--- src/design/spi_pkg.sv ---
// constants, field layouts and carrier types of the serial controller
// assumes a 32-bit classic wishbone bus, one register per aligned word
package spi_pkg;

    // register indices; byte address is four times the index
    localparam logic [5:0] IDX_CTRL_A = 6'h00;
    localparam logic [5:0] IDX_CTRL_B = 6'h01;
    localparam logic [5:0] IDX_INT_EN = 6'h02;
    localparam logic [5:0] IDX_FLAGS  = 6'h03;
    localparam logic [5:0] IDX_DATA   = 6'h04;

    // writable bits and reset values
    localparam logic [7:0] CTRL_A_MASK   = 8'h77;
    localparam logic [7:0] CTRL_B_MASK   = 8'hc7;
    localparam logic [7:0] INT_EN_MASK   = 8'hf1;
    localparam logic [7:0] INT_EN_NORMAL = 8'h01;
    localparam logic [7:0] REG_RESET     = 8'h00;

    // flag positions, normal mode
    localparam int POS_DONE   = 7;
    localparam int POS_WRITE_COLLISION_FLAG  = 6;
    // flag positions, buffered mode
    localparam int POS_RXC    = 7;
    localparam int POS_TXC    = 6;
    localparam int POS_DRE    = 5;
    localparam int POS_SSI    = 4;
    localparam int POS_OVF    = 0;

    // prescaler divide ratios of the peripheral clock
    localparam logic [7:0] DIVIDE_BY_FOUR           = 8'h04;
    localparam logic [7:0] DIVIDE_BY_SIXTEEN        = 8'h10;
    localparam logic [7:0] DIVIDE_BY_SIXTYFOUR      = 8'h40;
    localparam logic [7:0] DIVIDE_BY_ONETWENTYEIGHT = 8'h80;

    // last index of the sixteen serial clock edges in one byte
    localparam logic [4:0] LAST_EDGE = 5'h0f;

    typedef struct packed {
        logic       rsv7;
        logic       bit_order;
        logic       host_select;
        logic       clock_double;
        logic       rsv3;
        logic [1:0] clock_prescaler_select;
        logic       enable;
    } ctrl_a_t;

    typedef struct packed {
        logic       buffer_enable;
        logic       buffer_wait_receive;
        logic [2:0] rsv;
        logic       select_disable;
        logic [1:0] mode;
    } ctrl_b_t;

    typedef struct packed {
        logic       receive_complete_int_enable;
        logic       transfer_complete_int_enable;
        logic       tx_empty_int_enable;
        logic       select_trigger_int_enable;
        logic [2:0] rsv;
        logic       single_int_enable;
    } int_en_t;

    typedef struct packed {
        logic sck;
        logic sck_oe;
        logic mosi;
        logic mosi_oe;
        logic miso;
        logic miso_oe;
    } spi_out_t;

    typedef enum logic {ST_IDLE, ST_SHIFT} xfer_state_t;

endpackage

--- src/design/spi_host_client_controller.sv ---
// serial peripheral controller, host or client, normal or buffered
// assumes wishbone classic master on clk_i; pins come from another domain
//
// Operation
// - clock double halves host serial clock period; none as client
// - host prescaler field divides peripheral clock by 4, 16, 64 or 128
// - buffer enable gives two receive stages and one transmit stage
// - buffered, wait-receive clear: first word out is a dummy
// - wait-receive set, enabled, select high: data write loads shifter
// - select disable keeps host mode when select input goes low
// - mode field sets leading edge direction and sampling edge
// - serial clock idles low for rising lead, high for falling lead
// - buffered interrupt enables act only buffered, read zero otherwise
// - single enable raises interrupt in normal mode on transfer done
// - normal mode: transfer done flag set after each full byte
// - host with select low also sets transfer done flag
// - done flag clears on vector, or flag read then data access
// - data write during shifting sets collision; flag read then data access clears it, vector does not
// - receive complete high while unread data; write one clears
// - transfer complete set when shifter empty and no buffer data
// - data empty flag high while transmit buffer empty; write clears
// - select trigger flag set when host forced to client
// - select low as host clears host select and sets done
// - interrupt held while any enabled flag stays set
// - third byte with both receive stages full sets overflow
//
// Local design decision: the Wishbone interface to the registers.
`timescale 1ns/1ps

module spi_host_client_controller (
    // clock and reset
    input  wire logic              clk_i,
    input  wire logic              rst_i,
    // wishbone slave
    input  wire logic              wb_cyc_i,
    input  wire logic              wb_stb_i,
    input  wire logic              wb_we_i,
    input  wire logic [7:0]        wb_adr_i,
    input  wire logic [3:0]        wb_sel_i,
    input  wire logic [31:0]       wb_dat_i,
    output logic      [31:0]       wb_dat_o,
    output logic                   wb_ack_o,
    // interrupt
    input  wire logic              vector_ack_i,
    output logic                   irq_o,
    // serial pins
    input  wire logic              sck_i,
    input  wire logic              mosi_i,
    input  wire logic              miso_i,
    input  wire logic              ss_n_i,
    output spi_pkg::spi_out_t      spi_o
);

    ////////////////////////////////////////////////////////////////////
    // pin synchronisers: {sck, mosi, miso, ss_n}
    logic [3:0] sync1_ff;
    logic [3:0] sync2_ff;
    logic       sck_d_ff;

    always_ff @(posedge clk_i) begin
        if (rst_i) begin
            sync1_ff <= 4'h1;
            sync2_ff <= 4'h1;
            sck_d_ff <= 1'b0;
        end else begin
            sync1_ff <= {sck_i, mosi_i, miso_i, ss_n_i};
            sync2_ff <= sync1_ff;
            sck_d_ff <= sync2_ff[3];
        end
    end

    wire sck_s  = sync2_ff[3];
    wire mosi_s = sync2_ff[2];
    wire miso_s = sync2_ff[1];
    wire ss_low = ~sync2_ff[0];

    ////////////////////////////////////////////////////////////////////
    // registers and state
    spi_pkg::ctrl_a_t     cta_ff;
    spi_pkg::ctrl_b_t     ctb_ff;
    spi_pkg::int_en_t     ien_ff;
    spi_pkg::xfer_state_t st_ff;
    spi_pkg::spi_out_t    spi_ff;
    logic                 ack_ff;
    logic [31:0]          dat_ff;
    logic                 irq_ff;
    logic [4:0]           edge_cnt_ff;
    logic [6:0]           div_cnt_ff;
    logic [7:0]           tx_sh_ff;
    logic [7:0]           rx_sh_ff;
    logic                 pend_ff;
    logic [7:0]           txbuf_ff;
    logic                 txv_ff;
    logic [7:0]           rxd0_ff;
    logic [7:0]           rxd1_ff;
    logic [1:0]           rxcnt_ff;
    logic                 done_ff;
    logic                 write_collision_flag_ff;
    logic                 done_arm_ff;
    logic                 write_collision_flag_arm_ff;
    logic                 rxc_ff;
    logic                 txc_ff;
    logic                 ssi_ff;
    logic                 ovf_ff;

    assign wb_ack_o = ack_ff;
    assign wb_dat_o = dat_ff;
    assign irq_o    = irq_ff;
    assign spi_o    = spi_ff;

    wire en       = cta_ff.enable;
    wire host     = cta_ff.host_select;
    wire buf_mode = ctb_ff.buffer_enable;
    wire cpol     = ctb_ff.mode[1];
    wire cpha     = ctb_ff.mode[0];
    wire lsb_1st  = cta_ff.bit_order;

    ////////////////////////////////////////////////////////////////////
    // bus decode; writes take effect on the edge that raises ack
    wire       bus_req  = wb_cyc_i & wb_stb_i & ~ack_ff;
    wire       wr       = bus_req & wb_we_i & wb_sel_i[0];
    wire       rd       = bus_req & ~wb_we_i;
    wire [5:0] idx      = wb_adr_i[7:2];
    wire [7:0] wd       = wb_dat_i[7:0];
    wire       hit_a    = idx == spi_pkg::IDX_CTRL_A;
    wire       hit_b    = idx == spi_pkg::IDX_CTRL_B;
    wire       hit_ie   = idx == spi_pkg::IDX_INT_EN;
    wire       hit_fl   = idx == spi_pkg::IDX_FLAGS;
    wire       hit_dat  = idx == spi_pkg::IDX_DATA;
    wire       data_acc = bus_req & hit_dat;
    wire       wr_data  = wr & hit_dat;
    wire       wr_fl    = wr & hit_fl & buf_mode;
    wire       rd_fl    = rd & hit_fl;

    ////////////////////////////////////////////////////////////////////
    // serial clock and edges
    wire [7:0] div_sel =
        (cta_ff.clock_prescaler_select == 2'h0) ?
            spi_pkg::DIVIDE_BY_FOUR :
        (cta_ff.clock_prescaler_select == 2'h1) ?
            spi_pkg::DIVIDE_BY_SIXTEEN :
        (cta_ff.clock_prescaler_select == 2'h2) ?
            spi_pkg::DIVIDE_BY_SIXTYFOUR :
            spi_pkg::DIVIDE_BY_ONETWENTYEIGHT;
    // half period in cycles less one, the half period halved again when doubled
    wire [7:0] half_m1 =
        ((div_sel >> 1) >> cta_ff.clock_double) - 8'h01;

    wire host_act   = en & host;
    wire client_act = en & ~host & ss_low;
    wire host_edge  = host_act & (st_ff == spi_pkg::ST_SHIFT)
                      & (div_cnt_ff == half_m1[6:0]);
    wire cli_edge   = client_act & (sck_s != sck_d_ff);
    wire edge_ev    = host ? host_edge : cli_edge;
    wire lead       = host ? (spi_ff.sck == cpol) : (sck_d_ff == cpol);
    wire samp       = edge_ev & (lead ^ cpha);
    wire setup      = edge_ev & ~(lead ^ cpha);
    wire in_bit     = host ? miso_s : mosi_s;
    wire byte_done  = edge_ev & (edge_cnt_ff == spi_pkg::LAST_EDGE);
    wire busy_any   = host ? (st_ff == spi_pkg::ST_SHIFT)
                           : (ss_low & (edge_cnt_ff != 5'h00));
    // host pushed out by an external select, unless disabled
    wire force_cli  = en & host & ~ctb_ff.select_disable & ss_low;

    wire [7:0] tx_shift = lsb_1st ? {1'b0, tx_sh_ff[7:1]}
                                  : {tx_sh_ff[6:0], 1'b0};
    wire       first_b  = lsb_1st ? tx_sh_ff[0] : tx_sh_ff[7];
    wire       next_b   = lsb_1st ? tx_sh_ff[1] : tx_sh_ff[6];
    wire [7:0] rx_next  = !samp ? rx_sh_ff :
                          lsb_1st ? {in_bit, rx_sh_ff[7:1]}
                                  : {rx_sh_ff[6:0], in_bit};

    // direct shifter load while idle and deselected
    wire direct_ld = wr_data & buf_mode & ctb_ff.buffer_wait_receive
                     & en & ~ss_low & ~pend_ff & ~busy_any;
    wire norm_ld   = wr_data & ~buf_mode & ~busy_any;
    wire buf_wr    = wr_data & buf_mode & ~direct_ld;
    wire reload    = byte_done & buf_mode & txv_ff;
    // an idle host with buffered data starts on the old shifter contents
    wire start     = host_act & (st_ff == spi_pkg::ST_IDLE) & ~force_cli
                     & (pend_ff | (buf_mode & txv_ff));

    ////////////////////////////////////////////////////////////////////
    // shift engine
    always_ff @(posedge clk_i) begin
        if (rst_i || !en || force_cli) begin
            st_ff       <= spi_pkg::ST_IDLE;
            edge_cnt_ff <= 5'h00;
            div_cnt_ff  <= 7'h00;
        end else begin
            case (st_ff)
                spi_pkg::ST_IDLE: begin
                    div_cnt_ff <= 7'h00;
                    if (start) begin
                        st_ff <= spi_pkg::ST_SHIFT;
                    end
                end
                spi_pkg::ST_SHIFT: begin
                    div_cnt_ff <= host_edge ? 7'h00 : div_cnt_ff + 7'h01;
                    if (byte_done) begin
                        st_ff <= spi_pkg::ST_IDLE;
                    end
                end
                default: st_ff <= spi_pkg::ST_IDLE;
            endcase
            if (!host && !ss_low) begin
                edge_cnt_ff <= 5'h00;
            end else if (edge_ev) begin
                edge_cnt_ff <= byte_done ? 5'h00 : edge_cnt_ff + 5'h01;
            end
        end
    end

    always_ff @(posedge clk_i) begin
        if (rst_i) begin
            tx_sh_ff <= spi_pkg::REG_RESET;
            rx_sh_ff <= spi_pkg::REG_RESET;
            pend_ff  <= 1'b0;
        end else begin
            rx_sh_ff <= rx_next;
            if (norm_ld || direct_ld) begin
                tx_sh_ff <= wd;
                pend_ff  <= 1'b1;
            end else if (reload) begin
                tx_sh_ff <= txbuf_ff;
                pend_ff  <= 1'b1;
            end else begin
                if (setup) begin
                    tx_sh_ff <= tx_shift;
                end
                if (start || byte_done) begin
                    pend_ff <= 1'b0;
                end
            end
        end
    end

    // pin drivers; all registered
    always_ff @(posedge clk_i) begin
        if (rst_i) begin
            spi_ff <= '0;
        end else begin
            spi_ff.sck_oe  <= host_act;
            spi_ff.mosi_oe <= host_act;
            spi_ff.miso_oe <= client_act;
            if (host_edge) begin
                spi_ff.sck <= ~spi_ff.sck;
            end else if (st_ff == spi_pkg::ST_IDLE || !host_act) begin
                spi_ff.sck <= cpol;
            end
            if (setup) begin
                spi_ff.mosi <= cpha ? first_b : next_b;
                spi_ff.miso <= cpha ? first_b : next_b;
            end else if (edge_cnt_ff == 5'h00 && !cpha) begin
                spi_ff.mosi <= first_b;
                spi_ff.miso <= first_b;
            end
        end
    end

    ////////////////////////////////////////////////////////////////////
    // transmit buffer and two-stage receive buffer
    wire push   = byte_done & buf_mode;
    wire pop    = rd & hit_dat & buf_mode & (rxcnt_ff != 2'h0);
    wire ovf_ev = push & ~pop & (rxcnt_ff == 2'h2);

    always_ff @(posedge clk_i) begin
        if (rst_i) begin
            txbuf_ff <= spi_pkg::REG_RESET;
            txv_ff   <= 1'b0;
            rxd0_ff  <= spi_pkg::REG_RESET;
            rxd1_ff  <= spi_pkg::REG_RESET;
            rxcnt_ff <= 2'h0;
        end else begin
            if (buf_wr) begin
                txbuf_ff <= wd;
                txv_ff   <= 1'b1;
            end else if (reload) begin
                txv_ff   <= 1'b0;
            end
            if (byte_done && !buf_mode) begin
                rxd0_ff <= rx_next;
            end
            case ({push, pop})
                2'b10: begin
                    if (rxcnt_ff == 2'h0) begin
                        rxd0_ff <= rx_next;
                    end else if (rxcnt_ff == 2'h1) begin
                        rxd1_ff <= rx_next;
                    end
                    if (rxcnt_ff != 2'h2) begin
                        rxcnt_ff <= rxcnt_ff + 2'h1;
                    end
                end
                2'b01: begin
                    rxd0_ff  <= rxd1_ff;
                    rxcnt_ff <= rxcnt_ff - 2'h1;
                end
                2'b11: begin
                    if (rxcnt_ff == 2'h1) begin
                        rxd0_ff <= rx_next;
                    end else begin
                        rxd0_ff <= rxd1_ff;
                        rxd1_ff <= rx_next;
                    end
                end
                default: rxcnt_ff <= rxcnt_ff;
            endcase
        end
    end

    ////////////////////////////////////////////////////////////////////
    // flags; a set in the same cycle as a clear wins, except data empty, where a data write beats the reload that would set it
    wire done_set  = (byte_done & ~buf_mode) | force_cli;
    wire done_clr  = vector_ack_i | (data_acc & done_arm_ff);
    wire write_collision_flag_set = wr_data & ~buf_mode & busy_any;
    wire write_collision_flag_clr = data_acc & write_collision_flag_arm_ff;
    wire rxc_clr   = (wr_fl & wd[spi_pkg::POS_RXC])
                     | (pop & ~push & (rxcnt_ff == 2'h1));
    wire txc_set   = byte_done & buf_mode & ~txv_ff;
    wire dre       = ~txv_ff;

    always_ff @(posedge clk_i) begin
        if (rst_i) begin
            done_ff      <= 1'b0;
            write_collision_flag_ff     <= 1'b0;
            done_arm_ff  <= 1'b0;
            write_collision_flag_arm_ff <= 1'b0;
            rxc_ff       <= 1'b0;
            txc_ff       <= 1'b0;
            ssi_ff       <= 1'b0;
            ovf_ff       <= 1'b0;
        end else begin
            done_ff  <= done_set | (done_ff & ~done_clr);
            write_collision_flag_ff <= write_collision_flag_set | (write_collision_flag_ff & ~write_collision_flag_clr);
            if (rd_fl) begin
                done_arm_ff  <= done_ff;
                write_collision_flag_arm_ff <= write_collision_flag_ff;
            end else if (data_acc) begin
                done_arm_ff  <= 1'b0;
                write_collision_flag_arm_ff <= 1'b0;
            end
            rxc_ff <= push | (rxc_ff & ~rxc_clr);
            txc_ff <= txc_set
                      | (txc_ff & ~(wr_fl & wd[spi_pkg::POS_TXC]));
            ssi_ff <= force_cli
                      | (ssi_ff & ~(wr_fl & wd[spi_pkg::POS_SSI]));
            ovf_ff <= ovf_ev
                      | (ovf_ff & ~((wr_fl & wd[spi_pkg::POS_OVF])
                                    | (rd & hit_dat & buf_mode)));
        end
    end

    ////////////////////////////////////////////////////////////////////
    // read mux and control writes
    logic [7:0] flags_rd;

    always_comb begin
        flags_rd = 8'h00;
        if (buf_mode) begin
            flags_rd[spi_pkg::POS_RXC] = rxc_ff;
            flags_rd[spi_pkg::POS_TXC] = txc_ff;
            flags_rd[spi_pkg::POS_DRE] = dre;
            flags_rd[spi_pkg::POS_SSI] = ssi_ff;
            flags_rd[spi_pkg::POS_OVF] = ovf_ff;
        end else begin
            flags_rd[spi_pkg::POS_DONE]  = done_ff;
            flags_rd[spi_pkg::POS_WRITE_COLLISION_FLAG] = write_collision_flag_ff;
        end
    end

    wire [7:0] ien_rd = buf_mode ? ien_ff
                                 : (ien_ff & spi_pkg::INT_EN_NORMAL);
    wire [7:0] reg_rd = hit_a   ? cta_ff :
                        hit_b   ? ctb_ff :
                        hit_ie  ? ien_rd :
                        hit_fl  ? flags_rd :
                        hit_dat ? rxd0_ff : 8'h00;

    always_ff @(posedge clk_i) begin
        if (rst_i) begin
            cta_ff <= spi_pkg::REG_RESET;
            ctb_ff <= spi_pkg::REG_RESET;
            ien_ff <= spi_pkg::REG_RESET;
            ack_ff <= 1'b0;
            dat_ff <= 32'h0000_0000;
        end else begin
            ack_ff <= bus_req;
            if (rd) begin
                dat_ff <= {24'h00_0000, reg_rd};
            end
            if (wr && hit_a) begin
                cta_ff <= wd & spi_pkg::CTRL_A_MASK;
            end else if (force_cli) begin
                cta_ff.host_select <= 1'b0;
            end
            if (wr && hit_b) begin
                ctb_ff <= wd & spi_pkg::CTRL_B_MASK;
            end
            if (wr && hit_ie) begin
                ien_ff <= wd & spi_pkg::INT_EN_MASK;
            end
        end
    end

    ////////////////////////////////////////////////////////////////////
    // interrupt request, held while an enabled flag stays set
    wire irq_buf = (rxc_ff & ien_ff.receive_complete_int_enable)
                 | (txc_ff & ien_ff.transfer_complete_int_enable)
                 | (dre & ien_ff.tx_empty_int_enable)
                 | (ssi_ff & ien_ff.select_trigger_int_enable);
    wire irq_nrm = ien_ff.single_int_enable & (done_ff | write_collision_flag_ff);

    always_ff @(posedge clk_i) begin
        if (rst_i) begin
            irq_ff <= 1'b0;
        end else begin
            irq_ff <= buf_mode ? irq_buf : irq_nrm;
        end
    end
endmodule

--- config.mk ---
export PLATFORM = sky130hd
export DESIGN_NAME = spi_host_client_controller
export DESIGN_NICKNAME = d
export VERILOG_FILES = /design/src/design/spi_pkg.sv /design/src/design/spi_host_client_controller.sv
export SDC_FILE = /design/constraint.sdc
export NUM_CORES = 1
export LEC_CHECK = 0
export BUFFER_PORTS_ARGS = -buffer_cell sky130_fd_sc_hd__buf_2
export CAP_MARGIN = 20
export CORE_MARGIN = 3
export CORE_UTILIZATION = 58
export CTS_BUF_LIST = sky130_fd_sc_hd__clkbuf_4
export DETAILED_ROUTE_END_ITERATION = 7
export PLACE_DENSITY = 0.86
export SLEW_MARGIN = 10
export SYNTH_ARGS = -nofsm -noshare
export SYNTH_HDL_FRONTEND = slang
export SYNTH_SLANG_ARGS = --single-unit
--- constraint.sdc ---
create_clock -name clk_i -period 4.8 [get_ports clk_i]
set_clock_uncertainty 0.15 [all_clocks]
set_input_delay 0.96 -clock clk_i [delete_from_list [all_inputs] [get_ports clk_i]]
set_output_delay 0.96 -clock clk_i [all_outputs]
set_load 0.03 [all_outputs]
=== Word level (Yosys, flattened, before mapping) ===
Index checks and enable logic that the tools add are counted.

* Bits in registers: 104
* Input port bits: 54
* Output and inout bits: 40
* Word-level logic and storage cells: 260

* Add/sub/neg operators: 5
* Equality and inequality tests: 20
* Shift operators: 1
* Multiplexer cells: 55
* Bitwise logic cells: 102
* Reduce and logical (&&, ||, !) cells: 34

{| class="wikitable"
|+ Operators by type and width
! kind !! count
|-
| $mux W8 || 20
|-
| $and A1 B1 Y1 || 64
|-
| $mux W1 || 25
|-
| $pmux W8 S3 || 1
|-
| $not A1 Y1 || 22
|-
| $pmux W8 S2 || 1
|-
| $reduce_bool A2 Y1 || 8
|-
| $or A1 B1 Y1 || 15
|-
| $pmux W7 S2 || 1
|-
| $eq A6 B2 Y1 const B || 2
|-
| $eq A2 B2 Y1 const B || 4
|-
| $ne A2 B2 Y1 const B || 4
|-
| $add A7 B1 Y7 const B || 1
|-
| $eq A7 B7 Y1 || 1
|-
| $mux W7 || 1
|-
| $shr A7 B1 Y7 || 1
|-
| $sub A7 B1 Y7 const B || 1
|-
| $eq A2 B1 Y1 const B || 3
|-
| $eq A6 B1 Y1 const B || 1
|-
| $eq A6 B3 Y1 const B || 1
|-
| $logic_and A1 B1 Y1 || 6
|-
| $logic_not A6 Y1 || 1
|-
| $mux W2 || 3
|-
| $reduce_bool A3 Y1 || 2
|-
| other kinds (18) || 28
|}

=== Depth between registers and ports, before layout ===
Gate-level depths: netlist of run 1.

* Depth after elaboration: 18
* Depth in mapped cells: 12
* Gate-level depth less buffers: 10

=== Least setup slack after synthesis of run 1 ===
OpenSTA, ideal clock, no wires.

* Kind: flip-flop to flip-flop
* Start point: register cta_ff[1] (netlist name)
* End point: register rxd0_ff[1]
* Setup time: 0.137 ns
* Arrival: 3.093 ns
* Data required time: 4.513 ns
* Slack: 1.421 ns
* Cell stages (with the launch flop): 11
* Path buffers: 1
* Period minus slack after synthesis: 3.379 ns
* Path through: dfxtp_1 > buf_2 > or3_1 > ha_1 > xor2_1 > nor4_1 > a311oi_2 > a2111oi_4 > mux2_2 > a222oi_1 > a211oi_1

* Word-level cells in the longest chain between the ends: 14
* Elaborated cells between the ends (all ways): 23
* Classes of those cells: 1 x add/sub; 6 x eq/ne; 1 x shift; 9 x mux; 4 x bitwise; 2 x reduce/logical

{| class="wikitable"
|+ Ends and longest elaborated chain
! item !! line !! RTL
|-
| start, declared || spi_host_client_controller.sv:79 || <nowiki>spi_pkg::ctrl_a_t cta_ff;</nowiki>
|-
| start signal, assigned || spi_host_client_controller.sv:382 || <nowiki>cta_ff <= spi_pkg::REG_RESET;</nowiki>
|-
| start signal, assigned || spi_host_client_controller.sv:393 || <nowiki>cta_ff <= wd & spi_pkg::CTRL_A_MASK;</nowiki>
|-
| $eq A2 B2 Y1 || spi_host_client_controller.sv:142 || <nowiki>(cta_ff.clock_prescaler_select == 2'h2) ?</nowiki>
|-
| $mux W8 || spi_host_client_controller.sv:142 ||
|-
| $mux W8 || spi_host_client_controller.sv:140 || <nowiki>(cta_ff.clock_prescaler_select == 2'h1) ?</nowiki>
|-
| $mux W8 * || spi_host_client_controller.sv:138 || <nowiki>(cta_ff.clock_prescaler_select == 2'h0) ?</nowiki>
|-
| $shr A7 B1 Y7 * || spi_host_client_controller.sv:147 || <nowiki>((div_sel >> 1) >> cta_ff.clock_double) - 8'h01;</nowiki>
|-
| $sub A7 B1 Y7 * || spi_host_client_controller.sv:147 ||
|-
| $eq A7 B7 Y1 * || spi_host_client_controller.sv:152 || <nowiki>& (div_cnt_ff == half_m1[6:0]);</nowiki>
|-
| $and A1 B1 Y1 * || spi_host_client_controller.sv:152 ||
|-
| $mux W1 * || spi_host_client_controller.sv:154 || <nowiki>wire edge_ev = host ? host_edge : cli_edge;</nowiki>
|-
| $and A1 B1 Y1, on equally long branches || spi_host_client_controller.sv:156, spi_host_client_controller.sv:159 ||
|-
| $mux W8 or $logic_and A1 B1 Y1 (tied branches) || spi_host_client_controller.sv:169, spi_host_client_controller.sv:281 ||
|-
| $mux W8 || spi_host_client_controller.sv:281 || <nowiki>if (byte_done && !buf_mode) begin</nowiki>
|-
| $mux W8 || spi_host_client_controller.sv:286 || <nowiki>if (rxcnt_ff == 2'h0) begin</nowiki>
|-
| $pmux W8 S3 * || spi_host_client_controller.sv:284 || <nowiki>case ({push, pop})</nowiki>
|-
| end signal, assigned || spi_host_client_controller.sv:282 || <nowiki>rxd0_ff <= rx_next;</nowiki>
|-
| end signal, assigned || spi_host_client_controller.sv:287 || <nowiki>rxd0_ff <= rx_next;</nowiki>
|-
| end signal, assigned || spi_host_client_controller.sv:296 || <nowiki>rxd0_ff <= rxd1_ff;</nowiki>
|-
| end, declared || spi_host_client_controller.sv:94 || <nowiki>logic [7:0] rxd0_ff;</nowiki>
|}

Every way passes the cells marked *; elsewhere a longest branch is shown, timed or not.
A chain may end at the register's enable or synchronous reset.

=== Final worst setup path of run 1 ===
* Start point: register cta_ff[4] (netlist name)
* End point: register rxd0_ff[6]

* Word-level cells in the longest chain between the ends: 10
* Elaborated cells between the ends (all ways): 17
* Classes of those cells: 1 x add/sub; 4 x eq/ne; 1 x shift; 6 x mux; 4 x bitwise; 1 x reduce/logical

{| class="wikitable"
|+ Ends and longest elaborated chain
! item !! line
|-
| $shr A7 B1 Y7 * || spi_host_client_controller.sv:147
|-
| $sub A7 B1 Y7 * || spi_host_client_controller.sv:147
|-
| $eq A7 B7 Y1 * || spi_host_client_controller.sv:152
|-
| $and A1 B1 Y1 * || spi_host_client_controller.sv:152
|-
| $mux W1 * || spi_host_client_controller.sv:154
|-
| $and A1 B1 Y1, on equally long branches || spi_host_client_controller.sv:156, spi_host_client_controller.sv:159
|-
| $mux W8 or $logic_and A1 B1 Y1 (tied branches) || spi_host_client_controller.sv:169, spi_host_client_controller.sv:281
|-
| $mux W8 || spi_host_client_controller.sv:281
|-
| $mux W8 || spi_host_client_controller.sv:286
|-
| $pmux W8 S3 * || spi_host_client_controller.sv:284
|}

Marks and branches as above.

==> results.json, run 1 <==
{
  "outcome": "complete, no violations",
  "largest_family_of_logic_cells_by_synthesized_area": "simple AND/OR/NAND/NOR gates",
  "pwr_density_cell_nw_per_um2": 248,
  "timing.rr.end": "rxd0_ff[6]$_SDFF_PP0_",
  "yosysSeqAreaShare_pct": 38.1,
  "cts_root_buf": "sky130_fd_sc_hd__clkbuf_4",
  "power_switching_share_pct": 28.5,
  "timing.setup.critical_path_class": "flip-flop to flip-flop",
  "die-width_um": 103,
  "wirelength_um": 13400,
  "timing.final.crit_share_pct": 84.5,
  "synth-edff-count": 0,
  "cell_internal_pwr_mw": 1.02,
  "fp.coreArea_sq_um": 8930,
  "synth.lib_cells_used.distinct": 70,
  "clock_tree_from_tritoncts": "done",
  "post_synth_mux_area_share_pct": 9.77,
  "final_util_pct": 64.3,
  "place_congestion": 0.921,
  "ys_async_sr_fraction_pct": 0,
  "finalWorstPathRequiredPeriod_ns": 4.06,
  "crit_arrival_ns": 4.33,
  "synth_warnings": 0,
  "max_cap_viol_count": 0,
  "grt_max_degree": 43,
  "avgViaCountPerCell": 6.16,
  "slew_viol_final": 0,
  "regToRegStartpoint": "cta_ff[4]$_SDFFE_PP0P_",
  "clock_latency_ns": 0.50,
  "hp-start": "sync1_ff[0]$_SDFF_PP1_",
  "simple_logic_cell_fraction_of_the_synthesized_area_pct": 22.9,
  "place_hpwl_um": 9800,
  "pin_count": 94,
  "worst_hold_path.endpoint": "sync2_ff[0]$_SDFF_PP1_",
  "min_delay_path_depth": 1,
  "global_route.usage.total_pct": 25.9,
  "maxClockFrequency_ghz": 0.246,
  "clock_tree.htree_level_count": 3,
  "synth_area_per_cell_sq_um": 8.59,
  "unrepaired_setup_endpoints_after_global_routing": "false",
  "ctsHoldBuffers": 0,
  "reg2reg_depth": 10,
  "setup_tns_ns": 0,
  "post_synth_inst_count": 637,
  "post_cts_resize_count": 0,
  "ys_top_cells_by_count": "sky130_fd_sc_hd__dfxtp_1, sky130_fd_sc_hd__nor2_1, sky130_fd_sc_hd__nand2_1",
  "most_used_standard_cell_by_instance_count_after_synthesis": "sky130_fd_sc_hd__dfxtp_1",
  "report.final.setup_viol": 0,
  "p_leak_nw": 2.17,
  "cts_made_buffers": 9,
  "dieArea_sq_um": 10600,
  "insertedDiodeCount": 0,
  "fp.dieH_um": 103,
  "synth_ff_type": "sky130_fd_sc_hd__dfxtp_1",
  "fin_total_pwr_mw": 1.42,
  "place.port_buffers": 40,
  "synth_compound_gate_area_share_pct": 17.3,
  "grt_pass1_wl_um": 21600,
  "final_layout_size_suffix_gt1_share_pct": 15.4,
  "share_comb_of_total_power_pct": 6.9,
  "ant_nets": 0,
  "hold_viol": 0,
  "grt_pass1_vias": 4418,
  "initialDrtViolationCount": 365,
  "instances_no_fill": 771,
  "first_pass_iters": 5,
  "grt_remaining_overflow": 0,
  "layout-area-overhead-vs-synth_pct": 5.05,
  "clock_sinks": 104,
  "remaining_drc_errors": 0,
  "p_sw_mw": 0.405,
  "max-clock-path-buffers": 2,
  "clkPwrFrac_pct": 31.7,
  "wl_per_cell_um": 17.3,
  "r2r_slack_ns": 0.74,
  "cts.reportedPaths.clkPinSlew_ns": 0.17,
  "postCtsSetupBuffers": 0,
  "crit_path_start_kind": "flip-flop",
  "cell_count_after_placement": 755,
  "post_synth_main_area_contributors": "sky130_fd_sc_hd__dfxtp_1, sky130_fd_sc_hd__mux2i_1, sky130_fd_sc_hd__nor2_1",
  "slew-limit-headroom_pct": 40.6,
  "tightestPinTransition_ns": 0.891,
  "grt_antenna_before_repair": 0,
  "synth-xor-area-share_pct": 2.40,
  "post_synth_instance_area_sq_um": 5470,
  "worst_ir_drop_vdd_mv": 0.228,
  "crit_path_end_kind": "flip-flop",
  "cp_data_required_time_ns": 5.07,
  "nNetsFinal": 719,
  "cp_max_fo": 20,
  "postSynthRegisterBits": 104,
  "power.share.sequential_pct": 61.5,
  "synth.top_cell.area_share_pct": 38.1,
  "num_vias": 4752,
  "synth_fa_ha_area_share_pct": 1.60,
  "worstHoldPathType": "flip-flop to flip-flop",
  "synth_largest_area_cell": "sky130_fd_sc_hd__dfxtp_1",
  "core.rowCount": 34,
  "start_util_pct": 61.2
}
## logic make-up (layout without fill, tap and decap cells)
kind of cell	Yosys count	after routing
fa+ha+maj	7	7
other cells	1	24
xor+xnor	15	15
compound gates	131	131
buf+inv	83	86
mux	51	51
flops	104	104
simple gates	245	245
## state kept, by name, indices dropped and copies added, names as in the netlist, 3 cells and up
signal / cells
rx_sh_ff: 8
rxd0_ff: 8
rxd1_ff: 8
tx_sh_ff: 8
txbuf_ff: 8
wb_dat_o: 8
div_cnt_ff: 7
edge_cnt_ff: 5
ien_ff: 5
spi_o: 4
sync1_ff: 4
sync2_ff: 4
cta_ff: 3
## through the flow
stage / hold slack, ns / setup slack (ns) / area, sq um
after floorplan: 0.239 / 1.42 / 5560
after global placement: 0.253 / 0.974 / 5610
after detailed placement: 0.261 / 0.813 / 5610
after CTS: 0.305 / 0.775 / 5750
after global routing: 0.313 / 0.432 / 5750
final: 0.298 / 0.743 / 5750
## final cells by class
type                    instances  area (sq um)
repair buffers                 49           268
fillers                       784          3190
multi-input cells             473          3050
clock inverters                 7          70.1
clock buffers                   9          67.6
flip-flops and latches        104          2080
inverters                      21          78.8
well taps                     108           135
## worst max-delay path, stage by stage (launching register included)
cell                       delay [ns]
sky130_fd_sc_hd__dfxtp_1         0.53
sky130_fd_sc_hd__nor3b_2         0.29
sky130_fd_sc_hd__inv_1           0.07
sky130_fd_sc_hd__ha_1            0.27
sky130_fd_sc_hd__xor2_1          0.32
sky130_fd_sc_hd__nor4_1          0.11
sky130_fd_sc_hd__a311oi_2        0.55
sky130_fd_sc_hd__o31a_1          0.81
sky130_fd_sc_hd__a211oi_1        0.24
sky130_fd_sc_hd__a2111o_1        0.43
sky130_fd_sc_hd__a211oi_2        0.22
## layer usage
metal | wire length (um) | part of all wire, % | global-route usage (%)
met1 | 5500 | 41 | 32.2
met2 | 6580 | 49 | 42.8
met3 | 893 | 6.7 | 6.56
met4 | 397 | 3.0 | 11.0
met5 | 0 | 0 | 0
## worst max path at each step
stage / start / endpoint / slack, ns / cells past startpoint
after floorplan: cta_ff[1]$_SDFFE_PP0P_ / rxd0_ff[1]$_SDFF_PP0_ / 1.42 / 10
after global placement: cta_ff[4]$_SDFFE_PP0P_ / rxd0_ff[6]$_SDFF_PP0_ / 0.97 / 10
after detailed placement: cta_ff[4]$_SDFFE_PP0P_ / rxd0_ff[6]$_SDFF_PP0_ / 0.81 / 10
after CTS: cta_ff[4]$_SDFFE_PP0P_ / rxd0_ff[6]$_SDFF_PP0_ / 0.77 / 10
after global routing: cta_ff[4]$_SDFFE_PP0P_ / rxd0_ff[6]$_SDFF_PP0_ / 0.43 / 10
final: cta_ff[4]$_SDFFE_PP0P_ / rxd0_ff[6]$_SDFF_PP0_ / 0.74 / 10
## power groups by stage
stage	combinational [mW]	sequential [mW]	clock, mW
2_1_floorplan	0.0772	0.897	0
3_3_place_gp	0.0931	0.893	0
3_5_place_dp	0.0960	0.893	0
4_1_cts	0.0962	0.875	0.458
5_1_grt	0.106	0.876	0.497
6_report	0.0975	0.875	0.450
## cells in the final DEF, fill, tap and decap left out, types with 9 or more instances in the layout
cell	n
sky130_fd_sc_hd__dfxtp_1	104
sky130_fd_sc_hd__nor2_1	75
sky130_fd_sc_hd__nand2_1	55
sky130_fd_sc_hd__buf_2	40
sky130_fd_sc_hd__a21oi_1	33
sky130_fd_sc_hd__mux2i_1	32
sky130_fd_sc_hd__nand3_1	27
sky130_fd_sc_hd__conb_1	24
sky130_fd_sc_hd__inv_1	21
sky130_fd_sc_hd__mux2_2	19
sky130_fd_sc_hd__a211oi_1	17
sky130_fd_sc_hd__o21ai_0	17
sky130_fd_sc_hd__nor2b_1	16
sky130_fd_sc_hd__xnor2_1	9
sky130_fd_sc_hd__a311oi_1	9
sky130_fd_sc_hd__clkbuf_4	9
sky130_fd_sc_hd__buf_4	9
Note: power is estimated with default switching activity, not from simulation.
==> inputs of run 2 (changes only) <==
- ABC_AREA: default -> 1
- CORE_UTILIZATION: 58 -> 59
- PLACE_DENSITY: 0.86 -> 0.87
- clock period: 4.8 -> 4.2 ns (I/O delays scaled with it)
==> run 2 against run 1 <==
  * Utilization hardly changed
  * Sequential share of layout area is 3.2 points lower
  * Maximum frequency grew 30%
  * Wire length increased by 5.9%
  * Hold slack worse by 0.035 ns
  * Combinational power fell by 2%
==> results.json, run 2 <==
{
  "placed_cell_area_sq_um": 6160,
  "synth-xor-area-share_pct": 1.19,
  "route.top_layer_used": "met4",
  "min_delay_path_depth": 2,
  "outcome": "complete, no violations",
  "post_synth_main_area_contributors": "sky130_fd_sc_hd__dfxtp_1, sky130_fd_sc_hd__nand2_1, sky130_fd_sc_hd__inv_1",
  "place_hpwl_um": 10200,
  "fp.dieH_um": 107,
  "cp_max_fo": 18,
  "pin_count": 94,
  "core.rowCount": 36,
  "maxClockFrequency_ghz": 0.321,
  "postSynthRegisterBits": 104,
  "final_area_sq_um": 6310,
  "wirelength_um": 14200,
  "global_route.usage.total_pct": 24.8,
  "cts_made_buffers": 9,
  "ys_top_cells_by_count": "sky130_fd_sc_hd__nand2_1, sky130_fd_sc_hd__inv_1, sky130_fd_sc_hd__dfxtp_1",
  "fin_total_pwr_mw": 1.63,
  "timing.rr.end": "rxd1_ff[4]$_SDFFE_PP0P_",
  "grt_antenna_before_repair": 0,
  "grt_pass1_vias": 4950,
  "timing.setup.critical_path_class": "flip-flop to flip-flop",
  "post_synth_mux_area_share_pct": 0.167,
  "postCtsSetupBuffers": 0,
  "synth-edff-count": 0,
  "remaining_drc_errors": 0,
  "unrepaired_setup_endpoints_after_global_routing": "false",
  "worstHoldPathType": "flip-flop to flip-flop",
  "synth_warnings": 0,
  "ctsHoldBuffers": 0,
  "finalWorstPathRequiredPeriod_ns": 3.12,
  "yosysSeqAreaShare_pct": 34.7,
  "worst_hold_path.endpoint": "sync2_ff[1]$_SDFF_PP0_",
  "layout-area-overhead-vs-synth_pct": 5.28,
  "dieArea_sq_um": 11400,
  "crit_path_end_kind": "flip-flop",
  "final.hold.worst_slack_ns": 0.263,
  "nNetsFinal": 981,
  "reg2reg_depth": 19,
  "avgViaCountPerCell": 5.40,
  "crit_path_start_kind": "flip-flop",
  "slew_viol_final": 0,
  "grt_pass1_wl_um": 23100,
  "synth.top_cell.area_share_pct": 34.7,
  "clock_tree.htree_level_count": 3,
  "timing.final.crit_share_pct": 74.3,
  "route.layer.met1.wl_um": 6400,
  "place.port_buffers": 40,
  "most_used_standard_cell_by_instance_count_after_synthesis": "sky130_fd_sc_hd__nand2_1",
  "cts_root_buf": "sky130_fd_sc_hd__clkbuf_4",
  "place_congestion": 0.910,
  "layout_common_cells": "sky130_fd_sc_hd__nand2_1, sky130_fd_sc_hd__inv_1, sky130_fd_sc_hd__dfxtp_1, sky130_fd_sc_hd__nand3_1, sky130_fd_sc_hd__a21oi_1",
  "hp-start": "sync1_ff[1]$_SDFF_PP0_",
  "post_cts_resize_count": 0,
  "fp.coreArea_sq_um": 9820,
  "post_synth_instance_area_sq_um": 6000,
  "clock_sinks": 104,
  "report.final.setup_viol": 0,
  "initialDrtViolationCount": 533,
  "first_pass_iters": 5,
  "setup_tns_ns": 0,
  "crit_arrival_ns": 3.38,
  "mostFrequentLayoutCell": "sky130_fd_sc_hd__nand2_1",
  "fillerInstances": 894,
  "max_cap_viol_count": 0,
  "synth.lib_cells_used.distinct": 51,
  "simple_logic_cell_fraction_of_the_synthesized_area_pct": 32.8,
  "hold_viol": 0,
  "routed-wl-met3_um": 1010,
  "p_leak_nw": 2.73,
  "synth_area_per_cell_sq_um": 6.71,
  "synth_largest_area_cell": "sky130_fd_sc_hd__dfxtp_1",
  "ys_async_sr_fraction_pct": 0,
  "regToRegStartpoint": "cta_ff[2]$_SDFFE_PP0P_",
  "die-width_um": 107,
  "slew-limit-headroom_pct": 53.0,
  "grt_max_degree": 48,
  "synth_ff_type": "sky130_fd_sc_hd__dfxtp_1",
  "clock_latency_ns": 0.50,
  "cp_data_required_time_ns": 4.46,
  "pwr_density_cell_nw_per_um2": 258,
  "r2r_slack_ns": 1.08,
  "clock_tree_from_tritoncts": "done",
  "synth_compound_gate_area_share_pct": 16.2,
  "wl_met2_um": 6500,
  "grt_remaining_overflow": 0,
  "crit_start": "cta_ff[2]$_SDFFE_PP0P_",
  "insertedDiodeCount": 0,
  "num_vias": 5710,
  "final_layout_size_suffix_gt1_share_pct": 13.3,
  "ant_nets": 0,
  "tightestPinTransition_ns": 0.704,
  "wl_per_cell_um": 13.4,
  "start_util_pct": 61.1,
  "max-clock-path-buffers": 2,
  "post_synth_inst_count": 894,
  "synth_fa_ha_area_share_pct": 1.46,
  "largest_family_of_logic_cells_by_synthesized_area": "simple AND/OR/NAND/NOR gates",
  "cts.reportedPaths.clkPinSlew_ns": 0.18,
  "worst_ir_drop_vdd_mv": 0.141
}
[run 2: changes by cell type after synthesis, moves of 19 or more]
cell / before / now
sky130_fd_sc_hd__a21oi_1: 33 / 78
sky130_fd_sc_hd__mux2i_1: 32 / 1
sky130_fd_sc_hd__o21ai_0: 17 / 66
sky130_fd_sc_hd__nand2_1: 55 / 209
sky130_fd_sc_hd__inv_1: 21 / 110
sky130_fd_sc_hd__nand3_1: 27 / 79
sky130_fd_sc_hd__mux2_2: 19 / 0
[run 2: area by class of cell]
class | count | area [sq um] | share of cell area [%]
Sequential cell | 104 | 2080 | 33.0
Clock inverter | 7 | 86.3 | 1.37
Tap cell | 133 | 166 | 2.64
Clock buffer | 9 | 67.6 | 1.07
Multi-Input combinational cell | 637 | 3200 | 50.7
Inverter | 121 | 455 | 7.22
Timing Repair Buffer | 47 | 253 | 4.00
[run 2: metal layers]
metal,GRT usage (%),vias up
li1,-,2903
met5,0,-
met3,3.73,27
met4,7.31,0
met2,40.8,233
met1,33.7,2547
[run 2: worst max path at each step]
stage | to | slack (ns) | cells past startpoint
floorplan | tx_sh_ff[5]$_SDFFE_PP0P_ | 1.72 | 21
global placement | rxd1_ff[0]$_SDFFE_PP0P_ | 1.17 | 19
detailed placement | rxd1_ff[5]$_SDFFE_PP0P_ | 1.13 | 19
CTS | rxd1_ff[5]$_SDFFE_PP0P_ | 1.09 | 19
global route | rxd1_ff[3]$_SDFFE_PP0P_ | 0.70 | 19
finish | rxd1_ff[4]$_SDFFE_PP0P_ | 1.08 | 19
[run 2: metrics by stage]
step                utilization [%]  setup slack (ns)  std cells
floorplan                         -              1.72        917
global placement               62.7              1.17       1042
detailed placement             62.7              1.13       1042
CTS                            64.3              1.09       1058
global route                   64.3             0.704       1058
finish                         64.3              1.08       1058
[run 2: logic make-up (layout without fill, tap and decap cells)]
| family | count (synthesis) | in the layout |
|---|---|---|
| other cells | 1 | 24 |
| flops | 104 | 104 |
| mux | 1 | 1 |
| simple gates | 423 | 423 |
| buf+inv | 176 | 184 |
| fa+ha+maj | 7 | 7 |
| xor+xnor | 6 | 6 |
| compound gates | 176 | 176 |
[run 2: power breakdown]
group / switching (mW) / internal (mW)
combinational: 0.0752 / 0.0208
sequential: 0.00292 / 0.994
clock: 0.392 / 0.146
total: 0.470 / 1.16
[run 2: worst max-delay path: stages (launching register included)]
cell                      delay [ns]
sky130_fd_sc_hd__dfxtp_1        0.45
sky130_fd_sc_hd__nor2_2         0.16
sky130_fd_sc_hd__nand2_1        0.09
sky130_fd_sc_hd__ha_1           0.32
sky130_fd_sc_hd__inv_1          0.06
sky130_fd_sc_hd__nand2_1        0.04
sky130_fd_sc_hd__nand2_1        0.06
sky130_fd_sc_hd__nand2_1        0.04
sky130_fd_sc_hd__nor2_1         0.08
sky130_fd_sc_hd__nand2_1        0.09
sky130_fd_sc_hd__nor2_4         0.11
sky130_fd_sc_hd__nand3_4        0.12
sky130_fd_sc_hd__nand2_8        0.17
sky130_fd_sc_hd__nand4_4        0.11
sky130_fd_sc_hd__nor2_4         0.35
sky130_fd_sc_hd__nand2_2        0.25
sky130_fd_sc_hd__inv_2          0.19
sky130_fd_sc_hd__nand3_1        0.10
sky130_fd_sc_hd__nand2_1        0.07
sky130_fd_sc_hd__inv_1          0.04
==> inputs of run 3 (changes only) <==
- CORE_UTILIZATION: 59 -> 53
- PLACE_DENSITY: 0.87 -> 0.82
- clock period: 4.2 -> 2.5 ns (I/O delays scaled with it)
==> run 3 against run 2 <==
  * Global-route usage shrank 0.12 points
  * The flow now finishes with violations (negative setup slack)
  * Design area increased by 11%
  * Critical path type unchanged
  * Worst setup slack got worse by 1.2 ns
  * Critical endpoint is now rxd0_ff[3]$_SDFF_PP0_
  * Wire length up 12%
  * Final cell count up 6.1%
==> results.json, run 3 (synthesis results as in run 2) <==
{
  "maxClockFrequency_ghz": 0.387,
  "timing.final.crit_share_pct": 103,
  "worst_ir_drop_vdd_mv": 0.366,
  "critical-path-slowest-cell": "sky130_fd_sc_hd__dfxtp_2",
  "place_hpwl_um": 11100,
  "num_vias": 6074,
  "first_pass_iters": 5,
  "unrepaired_setup_endpoints_after_global_routing": "true",
  "max-clock-path-buffers": 2,
  "routed-wl-met3_um": 1330,
  "cts_made_buffers": 9,
  "cp_data_required_time_ns": 2.82,
  "fp.coreArea_sq_um": 10900,
  "tightestPinTransition_ns": 0.653,
  "fin_total_pwr_mw": 2.68,
  "slew_viol_final": 0,
  "grt_pass1_wl_um": 25600,
  "crit_start": "cta_ff[1]$_SDFFE_PP0P_",
  "route.top_layer_used": "met4",
  "place_congestion": 0.924,
  "grt_antenna_before_repair": 1,
  "crit_path_start_kind": "flip-flop",
  "crit_arrival_ns": 2.90,
  "r2r_slack_ns": -0.08,
  "slowest_delay_ns": 0.37,
  "timing.critical_path.cells": "nor2_4 -> nand2_2 -> ha_4 -> inv_2 -> nand2_1 -> nand2_1 -> nand2_1 -> nor2_1 -> nand2_1 -> nor2_4 -> nand3_4 -> nand2_8 -> nand4_4 -> nor2_4 -> buf_6 -> nand2_8 -> nor2_2 -> nand2_1 -> a21oi_2",
  "slew-limit-headroom_pct": 56.4,
  "mostFrequentLayoutCell": "sky130_fd_sc_hd__nand2_1",
  "final_layout_size_suffix_gt1_share_pct": 22.3,
  "timing.rr.end": "rxd0_ff[3]$_SDFF_PP0_",
  "start_util_pct": 54.8,
  "ant_nets": 0,
  "fillerInstances": 990,
  "failed_checks": "negative setup slack",
  "cp.buffers_inverters": 2,
  "pin_count": 94,
  "instances_no_fill": 1123,
  "layout-area-overhead-vs-synth_pct": 16.7,
  "cts.reportedPaths.clkPinSlew_ns": 0.18,
  "clock_sinks": 104,
  "clock_tree_from_tritoncts": "done",
  "grt_pass1_vias": 5487,
  "nNetsFinal": 1038,
  "fp.dieH_um": 112,
  "post_route_setup_slack_ns": -0.0824,
  "hp-start": "ss_n_i",
  "layout_common_cells": "sky130_fd_sc_hd__nand2_1, sky130_fd_sc_hd__inv_1, sky130_fd_sc_hd__dfxtp_1, sky130_fd_sc_hd__nand3_1, sky130_fd_sc_hd__a21oi_1",
  "reg2reg_depth": 19,
  "cp_max_fo": 8,
  "clock_tree.htree_level_count": 3,
  "route.layer.met1.wl_um": 6730,
  "wl_per_cell_um": 14.1,
  "setup_ws_pre_cts_ns": -0.156,
  "hold_viol": 0,
  "outcome": "complete, but fails checks",
  "path_common_cell": "sky130_fd_sc_hd__nand2_1",
  "finalWorstPathRequiredPeriod_ns": 2.58,
  "wirelength_um": 15900,
  "cts_root_buf": "sky130_fd_sc_hd__clkbuf_4",
  "place.port_buffers": 40,
  "crit_path_end_kind": "flip-flop",
  "cell_count_after_placement": 1097,
  "timing.setup.critical_path_class": "flip-flop to flip-flop",
  "final_util_pct": 64.0,
  "worst_hold_path.endpoint": "sync1_ff[0]$_SDFF_PP1_",
  "initialDrtViolationCount": 519,
  "avgViaCountPerCell": 5.41,
  "remaining_drc_errors": 0,
  "clock_latency_ns": 0.51,
  "report.final.setup_viol": 25,
  "regToRegStartpoint": "cta_ff[1]$_SDFFE_PP0P_",
  "area.sequential_sq_um": 2090,
  "grt_max_degree": 37,
  "critPathTopFamily": "simple AND/OR/NAND/NOR gates",
  "multi_input_comb_area_sq_um": 3440,
  "grt_remaining_overflow": 0,
  "p_leak_nw": 3.08,
  "max_cap_viol_count": 0,
  "core.rowCount": 38,
  "dieArea_sq_um": 12600,
  "die-width_um": 112,
  "global_route.usage.total_pct": 24.6,
  "worstHoldPathType": "input port to flip-flop",
  "wl_met2_um": 7490,
  "pwr_density_cell_nw_per_um2": 383,
  "min_delay_path_depth": 2
}
run 3: cell types whose count changed in the layout (fill, tap and decap cells not counted), moves of 8 or more:
cell and change:
sky130_fd_sc_hd__a21oi_1 -8, sky130_fd_sc_hd__buf_4 +47, sky130_fd_sc_hd__o21ai_0 -8, sky130_fd_sc_hd__a21oi_2 +8, sky130_fd_sc_hd__nor2_4 +8, sky130_fd_sc_hd__nand2_2 +8
sky130_fd_sc_hd__nand2_1 -12
run 3: worst max path at each step:
stage          slack (ns)                        to  cells after the start
6_report            -0.08     rxd0_ff[3]$_SDFF_PP0_                     19
5_1_grt             -0.25     rxd0_ff[7]$_SDFF_PP0_                     19
3_3_place_gp        -0.13  tx_sh_ff[5]$_SDFFE_PP0P_                     19
3_5_place_dp        -0.16  tx_sh_ff[7]$_SDFFE_PP0P_                     19
4_1_cts             -0.07     rxd0_ff[1]$_SDFF_PP0_                     19
2_1_floorplan        0.02  tx_sh_ff[5]$_SDFFE_PP0P_                     21
run 3: through the flow:
stage | hold slack [ns] | cell area (sq um) | setup TNS (ns)
final | 0.0455 | 7000 | -1.02
after global routing | 0.0263 | 7000 | -5.62
after CTS | 0.0295 | 6820 | -0.833
after global placement | 0.241 | 6550 | -2.19
after detailed placement | 0.248 | 6550 | -2.64
after floorplan | 0.238 | 6080 | 0
run 3: metal layers:
metal / up-vias / global-route usage [%]
li1: 3039 / -
met1: 2741 / 32.4
met2: 262 / 40.2
met3: 32 / 5.93
met4: 0 / 7.61
met5: - / 0
run 3: timing repair:
action / 4_1_cts / 5_1_grt
gates cloned: 2 / 1
hold buffers: 0 / 0
pin swaps: 14 / 29
buffers inserted: 6 / 2
resized for setup: 21 / 52
setup endpoints to repair: 28 / 35
run 3: final cells by class:
cell class / count / area share [%]
diodes: 1 / 0.0358
clock buffers: 9 / 0.965
clock inverters: 7 / 0.805
inverters: 121 / 6.67
multi-input cells: 640 / 49.2
flip-flops and latches: 104 / 29.8
well taps: 140 / 2.50
repair buffers: 101 / 10.0
run 3: power breakdown:
part | total [mW] | internal (mW) | switching (mW)
Combinational | 0.174 | 0.0409 | 0.133
Clock | 0.829 | 0.213 | 0.616
Sequential | 1.67 | 1.67 | 0.00549
Total | 2.68 | 1.92 | 0.754
